## src/design/thas_defs.svh

```systemverilog
// Constants for the tuning, hold and advance supervisor.
// Assumes a 40 MHz pclk; included by the package and the top module.
`ifndef THAS_DEFS_SVH
`define THAS_DEFS_SVH
`define CLK_HZ      40000000
`define TICK_MS     500
`define TICK_CYC    (`CLK_HZ / 1000 * `TICK_MS)
`define SAT_MIN     200
`define SAT_TICKS   (`SAT_MIN * 60 * 1000 / `TICK_MS)
`define ADV_LOCK_S  2
`define LOCK_TICKS  (`ADV_LOCK_S * 1000 / `TICK_MS)
`define PID_SETS    10
`define TICK_W      25
`define SAT_W       15
`define LOCK_W      3
`define OFF_CMD     12'h000
`define OFF_STAT    12'h004
`define CMD_TUNE_ON  0
`define CMD_TUNE_OFF 1
`define CMD_MAN_ON   2
`define CMD_MAN_OFF  3
`define CMD_HOLD_ON  4
`define CMD_HOLD_OFF 5
`define CMD_ADV      6
`endif

```

## src/design/thas_pkg.sv

```systemverilog
// Types shared by the supervisor and its bench.
// Assumes thas_defs.svh is on the include path.
`include "thas_defs.svh"
package thas_pkg;
    typedef enum logic [1:0] {T_OFF, T_STBY, T_EXEC} tune_st_t;

    typedef struct packed {
        logic        running;
        logic        fixed_mode;
        logic        step_flat;
        logic [3:0]  pid_no;
        logic        pv_over;
        logic        zone_by_pv;
        logic        prop_off;
        logic        tune_done;
        logic        out_sat;
        logic        power_fail;
        logic        prog_end;
        logic        soak;
        logic        pv_start_on;
        logic        adv_by_time;
        logic [15:0] adv_time;
        logic [15:0] step_left;
        logic        di_pause_asg;
        logic        di_pause;
        logic        di_man;
    } seq_in_t;

    typedef struct packed {
        logic       tune_lamp;
        logic       tune_exec;
        logic [3:0] tune_pid;
        logic       man_lamp;
        logic       man_active;
        logic       pause_lamp;
        logic       pause_seq;
        logic       defer_params;
        logic       hold_at_pv_start;
        logic       resume_ramp;
        logic       adv_step;
        logic       adv_time;
        logic       soak_cancel;
    } ctl_out_t;

    typedef struct packed {
        tune_st_t               tune;
        logic [`PID_SETS:1]     pid_done;
        logic [`TICK_W-1:0]     tick_cnt;
        logic                   blink;
        logic [`SAT_W-1:0]      sat_cnt;
        logic [`LOCK_W-1:0]     lock_cnt;
        logic                   manual_output;
        logic                   key_pause;
        logic                   run_d;
        logic                   di_man_d;
        ctl_out_t               ctl;
        logic [31:0]            prdata;
        logic                   pready;
        logic                   pslverr;
    } state_t;
endpackage

```

## src/design/tuning_hold_advance_supervisor.sv

```systemverilog
// Mode supervisor: auto tuning, manual output, hold and advance.
// Assumes an APB master on pclk and a program sequencer that reports
// its status synchronously through the seq input struct.
`timescale 1ns/10ps
`default_nettype none
`include "thas_defs.svh"

module tuning_hold_advance_supervisor #(
    parameter logic [`TICK_W-1:0] TICK_CYCLES = `TICK_W'(`TICK_CYC)
) (
    input  wire logic              pclk,
    input  wire logic              presetn,
    input  wire logic              psel,
    input  wire logic              penable,
    input  wire logic              pwrite,
    input  wire logic [11:0]       paddr,
    input  wire logic [31:0]       pwdata,
    output logic      [31:0]       prdata,
    output logic                   pready,
    output logic                   pslverr,
    input  wire thas_pkg::seq_in_t seq,
    output thas_pkg::ctl_out_t     ctl
);
    thas_pkg::state_t st_ff;
    thas_pkg::state_t nxt_st;

    logic       wr_acc;
    logic [6:0] cmd;
    logic       pause_now;
    logic       tune_ok;
    logic       tick;
    logic       adv_req;

    // ------------------------------------------------------------
    // Register bus
    // ------------------------------------------------------------
    // The slave answers with no wait state: pready rises in the
    // first access cycle, so prdata can come from a flip-flop.
    assign wr_acc = psel & penable & pwrite & st_ff.pready
                    & (paddr == `OFF_CMD);
    assign cmd    = wr_acc ? pwdata[6:0] : 7'h00;

    // ------------------------------------------------------------
    // Derived conditions
    // ------------------------------------------------------------
    assign pause_now = seq.di_pause_asg ? seq.di_pause
                                        : st_ff.key_pause;
    assign tune_ok   = seq.running & ~st_ff.manual_output & ~seq.zone_by_pv
                       & ~seq.pv_over;
    assign tick      = (st_ff.tick_cnt == TICK_CYCLES - 1'b1);
    assign adv_req   = cmd[`CMD_ADV];

    always_comb begin
        nxt_st = st_ff;
        nxt_st.ctl.resume_ramp = 1'b0;
        nxt_st.ctl.adv_step    = 1'b0;
        nxt_st.ctl.adv_time    = 1'b0;
        nxt_st.ctl.soak_cancel = 1'b0;
        nxt_st.run_d    = seq.running;
        nxt_st.di_man_d = seq.di_man;

        // --------------------------------------------------------
        // Time base
        // --------------------------------------------------------
        nxt_st.tick_cnt = tick ? '0 : st_ff.tick_cnt + 1'b1;
        if (tick) begin
            nxt_st.blink = ~st_ff.blink;
        end

        // --------------------------------------------------------
        // Auto tuning
        // --------------------------------------------------------
        if (cmd[`CMD_TUNE_ON] && st_ff.tune == thas_pkg::T_OFF) begin
            if (tune_ok && !(seq.fixed_mode && seq.prop_off)) begin
                nxt_st.tune     = thas_pkg::T_STBY;
                nxt_st.pid_done = '0;
            end
        end
        if (st_ff.tune != thas_pkg::T_OFF) begin
            if (seq.fixed_mode) begin
                nxt_st.tune = thas_pkg::T_EXEC;
                if (seq.tune_done) begin
                    nxt_st.tune = thas_pkg::T_OFF;
                end
            end else begin
                // Sets already tuned stay in standby; unfinished
                // ones keep their done bit clear.
                if (!seq.prop_off && (seq.step_flat || pause_now)
                    && !st_ff.pid_done[seq.pid_no]) begin
                    nxt_st.tune = thas_pkg::T_EXEC;
                end else begin
                    nxt_st.tune = thas_pkg::T_STBY;
                end
                if (st_ff.tune == thas_pkg::T_EXEC
                    && seq.tune_done) begin
                    nxt_st.pid_done[seq.pid_no] = 1'b1;
                    nxt_st.tune = thas_pkg::T_STBY;
                    if (&nxt_st.pid_done) begin
                        nxt_st.tune = thas_pkg::T_OFF;
                    end
                end
                if (seq.prog_end) begin
                    nxt_st.tune = thas_pkg::T_OFF;
                end
            end
        end
        // End conditions sit outside the state test so that they also
        // beat a tune-on request that lands in the same cycle.
        if (!seq.running || seq.power_fail || seq.pv_over || seq.prog_end
            || cmd[`CMD_TUNE_OFF]
            || st_ff.sat_cnt == `SAT_W'(`SAT_TICKS)) begin
            nxt_st.tune = thas_pkg::T_OFF;
        end

        // Saturation time only counts while tuning is on, standby or executing.
        if (st_ff.tune == thas_pkg::T_OFF || !seq.out_sat) begin
            nxt_st.sat_cnt = '0;
        end else if (tick && st_ff.sat_cnt != `SAT_W'(`SAT_TICKS)) begin
            nxt_st.sat_cnt = st_ff.sat_cnt + 1'b1;
        end

        // --------------------------------------------------------
        // Manual output
        // --------------------------------------------------------
        if ((cmd[`CMD_MAN_ON] || (seq.di_man && !st_ff.di_man_d))
            && st_ff.tune == thas_pkg::T_OFF && seq.running) begin
            nxt_st.manual_output = 1'b1;
        end
        if (cmd[`CMD_MAN_OFF] || (!seq.di_man && st_ff.di_man_d)
            || !seq.running) begin
            nxt_st.manual_output = 1'b0;
        end

        // --------------------------------------------------------
        // Hold
        // --------------------------------------------------------
        if (!seq.di_pause_asg) begin
            if (cmd[`CMD_HOLD_ON]) begin
                nxt_st.key_pause = 1'b1;
            end
            if (cmd[`CMD_HOLD_OFF] || !seq.running) begin
                nxt_st.key_pause = 1'b0;
            end
        end
        if (st_ff.ctl.pause_seq && !pause_now) begin
            nxt_st.ctl.resume_ramp = 1'b1;
        end
        if (seq.running && !st_ff.run_d) begin
            nxt_st.ctl.hold_at_pv_start = pause_now
                                          & seq.pv_start_on;
        end

        // --------------------------------------------------------
        // Advance
        // --------------------------------------------------------
        if (st_ff.lock_cnt != '0 && tick) begin
            nxt_st.lock_cnt = st_ff.lock_cnt - 1'b1;
        end
        if (adv_req && seq.running && !seq.fixed_mode && !pause_now
            && st_ff.lock_cnt == '0) begin
            nxt_st.lock_cnt = `LOCK_W'(`LOCK_TICKS);
            if (seq.soak || !seq.adv_by_time
                || seq.adv_time >= seq.step_left) begin
                nxt_st.ctl.adv_step    = 1'b1;
                nxt_st.ctl.soak_cancel = seq.soak;
            end else begin
                nxt_st.ctl.adv_time = 1'b1;
            end
        end

        // --------------------------------------------------------
        // Indicators and control outputs
        // --------------------------------------------------------
        case (nxt_st.tune)
            thas_pkg::T_EXEC: nxt_st.ctl.tune_lamp = nxt_st.blink;
            thas_pkg::T_STBY: nxt_st.ctl.tune_lamp = 1'b1;
            default:          nxt_st.ctl.tune_lamp = 1'b0;
        endcase
        nxt_st.ctl.tune_exec    = (nxt_st.tune == thas_pkg::T_EXEC);
        nxt_st.ctl.tune_pid     = seq.pid_no;
        nxt_st.ctl.man_active   = nxt_st.manual_output;
        nxt_st.ctl.man_lamp     = nxt_st.manual_output & nxt_st.blink;
        nxt_st.ctl.pause_seq    = pause_now & seq.running;
        nxt_st.ctl.pause_lamp   = pause_now & seq.running;
        nxt_st.ctl.defer_params = pause_now & seq.running;

        // --------------------------------------------------------
        // Bus answer
        // --------------------------------------------------------
        nxt_st.pready  = psel & ~penable;
        nxt_st.pslverr = 1'b0;
        if (psel && !penable) begin
            nxt_st.pslverr = (paddr != `OFF_CMD)
                             && (paddr != `OFF_STAT);
            nxt_st.prdata  = '0;
            if (paddr == `OFF_STAT) begin
                nxt_st.prdata = {17'h00000, st_ff.pid_done,
                                 (st_ff.lock_cnt != '0),
                                 st_ff.ctl.pause_seq, st_ff.manual_output,
                                 st_ff.tune};
            end
        end
    end

    always_ff @(posedge pclk or negedge presetn) begin
        if (!presetn) begin
            st_ff <= '0;
        end else begin
            st_ff <= nxt_st;
        end
    end

    assign prdata  = st_ff.prdata;
    assign pready  = st_ff.pready;
    assign pslverr = st_ff.pslverr;
    assign ctl     = st_ff.ctl;
endmodule
`default_nettype wire

```

## config.mk

```make
export PLATFORM = sky130hd
export DESIGN_NAME = tuning_hold_advance_supervisor
export DESIGN_NICKNAME = d
export VERILOG_FILES = /design/src/design/thas_pkg.sv /design/src/design/tuning_hold_advance_supervisor.sv
export VERILOG_INCLUDE_DIRS = /design/src /design/src/design
export SDC_FILE = /design/constraint.sdc
export NUM_CORES = 1
export LEC_CHECK = 0
export ABC_AREA = 1
export BUFFER_PORTS_ARGS = -buffer_cell sky130_fd_sc_hd__buf_2
export CORE_ASPECT_RATIO = 0.7
export CORE_MARGIN = 5
export CORE_UTILIZATION = 25
export CTS_BUF_LIST = sky130_fd_sc_hd__clkbuf_2
export CTS_CLUSTER_SIZE = 20
export DETAILED_ROUTE_END_ITERATION = 16
export GPL_TIMING_DRIVEN = 0
export PLACE_DENSITY = 0.47
export SYNTH_ARGS = -nofsm -noshare
export SYNTH_HDL_FRONTEND = slang
export SYNTH_SLANG_ARGS = --single-unit
```

## constraint.sdc

```tcl
create_clock -name pclk -period 3.23 [get_ports pclk]
set_input_delay 0.8075 -clock pclk [delete_from_list [all_inputs] [get_ports pclk]]
set_output_delay 0.8075 -clock pclk [all_outputs]
set_load 0.005 [all_outputs]
```

==> flow_summary.toml <==
[outcome]
status = "finished clean"

[synthesis]
yosysSeqAreaShare_pct = 41.03
synth_adder_area_share_pct = 5.243
synth.most_common_cell = "nand2_1"
synth_cell_types = 45
async_reset_ff_share_pct = 100.0
yosysTopAreaCell = "dfrtp_1"
synth_common_cells = "nand2_1, inv_1, dfrtp_1"
synth_warnings = 0
synth_xor_area_share_pct = 1.755
synth.top_cell.area_share_pct = 41.03
synth-simple-area-share_pct = 25.23
synthMuxAreaShare_pct = 0
syn_inst = 711
syn_avg_cell_area_um2 = 7.720
synth_edf_count = 0
ys_ff_latch = 90
synth_compound_area_share_pct = 11.08
synth_area_leaders = "dfrtp_1, nand2_1, inv_1, buf_4, ha_1"
synth_top_family_by_area = "simple AND/OR/NAND/NOR gates"
yosys_most_used_dff = "dfrtp_1"
syn-cell-area_um2 = 5489

[clock_network]
cts_tree = "done"
postCtsHoldBufs = 0
cts_resized = 0
clk_latency_ps = 580
clk_pin_slew_ps = 310
cts_made_buffers = 9
cts_buffer_depth = 2
h-tree-depth = 3
post_cts_buffers = 0
clock-sinks = 90
root_buffer = "clkbuf_2"

[final_layout]
drive_gt1_share_pct = 23.47
area_delta_synth_final_pct = 20.54
antennaDiodeCount = 0
layout.nets = 971

[floorplanning]
core-area_um2 = 21620
row_count = 45
io-pin-count = 151
die_w_um = 187.1
die_h_um = 134.0
dieArea_um2 = 25070
initial_utilization_pct = 25.39

[sta]
slew_headroom_pct = 54.04
hold_viol = 0
timing.final.crit_share_pct = 79.84
finalCriticalPeriod_ps = 2579
worst_slack_ps = 651.2
tightest_slew_ps = 682.2
setup_tns_ps = 0
setup_violations = 0
slew_violations = 0
clock_skew_ps = 62.80
max_freq_mhz = 387.8
rsz0062_at_grt = "no"

[routing]
avgRoutedWirePerCell_um = 12.45
wirelength_um = 14120
ant_nets = 0
drt-initial-drc-count = 300
drc = 0
vias = 4705
vias_per_cell = 4.149
dr.pass1.iters = 4

[place]
hpwl_um = 11290
pre_cts_slack_ps = 120.6
gp_congestion = 0.8442
place.port_buffers = 108

[global_route]
antenna_found_initial = 0
grt_pass1_vias = 4534
grt_overflow = 0
grt_util_all_layers_pct = 11.31
grt_max_degree = 65
grt_pass1_wl_um = 23200

[critical_path]
startpoint_type = "register"
crit_required_ps = 3720
end_kind = "register"
crit_path_max_fanout = 8
arrival_ps = 3070
setup.worst_path.class = "reg2reg"

[pwr]
powerDensity_nw_per_um2 = 307.1
power.leakage_nw = 3.479
ir_worst_vdd_v = 0.0001660

[hold_path]
min_path_type = "in2async"

[job]
drv_cap = 0
## cells in the final DEF (no fill, tap or decap), types with 2 or more instances in the layout
cell type  synthesis  routed
nand2_2            4       4
o32ai_1            2       2
o21a_1             2       2
nand2_1          138     138
o21ai_0           46      46
nand2_4            2       2
nor2_4             4       4
and2_1             2       2
xor2_1            10      10
inv_1            117     117
o41ai_1            2       2
nand3b_1           2       2
nor4_1             7       7
buf_4             49      50
nor2_2             3       3
bufinv_16          0       2
nand4_1           12      12
o21bai_1           3       3
a211oi_1           4       4
inv_6              0       3
nand3_1           34      34
conb_1             1      17
o21ai_1            4       4
o22ai_1            4       4
nand3_2            2       2
nor2_1            70      70
clkbuf_2           0      10
o31ai_1            8       8
inv_2              2       2
ha_1              23      23
buf_2              2     109
dfrtp_1           90      90
clkbuf_1           4       4
a21oi_1           26      26
nor3_1            19      19
## power by group
group          internal [mW]  switching, mW
clock network          0.267          0.419
logic                 0.0929          0.110
registers               1.14        0.00396
## through the flow
stage          hold WS [ps]  cell area, um2  total power [mW]  cells  util (%)
2_1_floorplan         429.9            5549             1.258    727         -
3_3_place_gp          439.2            6442             1.362   1117     29.80
3_5_place_dp          445.9            6472             1.368   1118     29.94
4_1_cts               45.17            6616             2.079   1134     30.60
5_1_grt               63.97            6616             2.151   1134     30.60
6_report              93.91            6616             2.032   1134     30.60
## worst paths after layout
| path | from | to | slack [ps] | depth (start not counted) |
|---|---|---|---|---|
| min reg2reg | st_ff[51] | ctl[4] | 460 | 1 |
| max in group asynchronous | presetn | st_ff[72] | 2430 | 2 |
| max reg2reg | ctl[8] | ctl[15] | 650 | 15 |
| min in group pclk | seq[47] | ctl[12] | 320 | 1 |
| max | ctl[8] | ctl[15] | 650 | 15 |
| min | presetn | ctl[12] | 90 | 1 |
## logic make-up after synthesis
kind of cell	after synthesis
other	1
adders and majority gates	23
buffers and inverters	176
and+or+nand+nor	304
xor gates and xnor gates	11
AOI/OAI and AO/OA	106
DFF	90
## routing by layer
metal / vias up / global-route usage (%) / routed length [um]
met5: - / 0 / 0
met4: 0 / 1.478 / 48
met3: 6 / 2.836 / 645
met2: 96 / 16.81 / 5946
met1: 2105 / 16.96 / 7482
li1: 2498 / - / -
## state kept, by name (all words and copies together) (netlist names)
register and count:
st_ff 59, prdata 15, ctl 14, pready 1
pslverr 1
## worst max-delay path, stage by stage (launching register included)
cell and delay (ps):
dfrtp_1 490, inv_1 130, nand2_1 60, nor2_1 100, nand3_1 270, nor2_1 500
o21ai_0 170, nand2_1 90, nor2_1 40, nand3_1 70, nand2_1 70, nand2_1 60
nand2_1 50, ha_1 210, a21oi_1 150, nor2_1 60
## final cells by class
| cell class | count | area [um2] |
|---|---|---|
| plain buffers | 56 | 404.1 |
| clock buffers | 10 | 50.05 |
| clock inverters | 6 | 93.84 |
| fillers | 2372 | 15000 |
| inverters | 120 | 451.7 |
| multi-input cells | 461 | 2441 |
| flip-flops and latches | 90 | 2252 |
| well taps | 282 | 352.8 |
| repair buffers | 109 | 570.5 |
(Power assumes the default switching activity.)
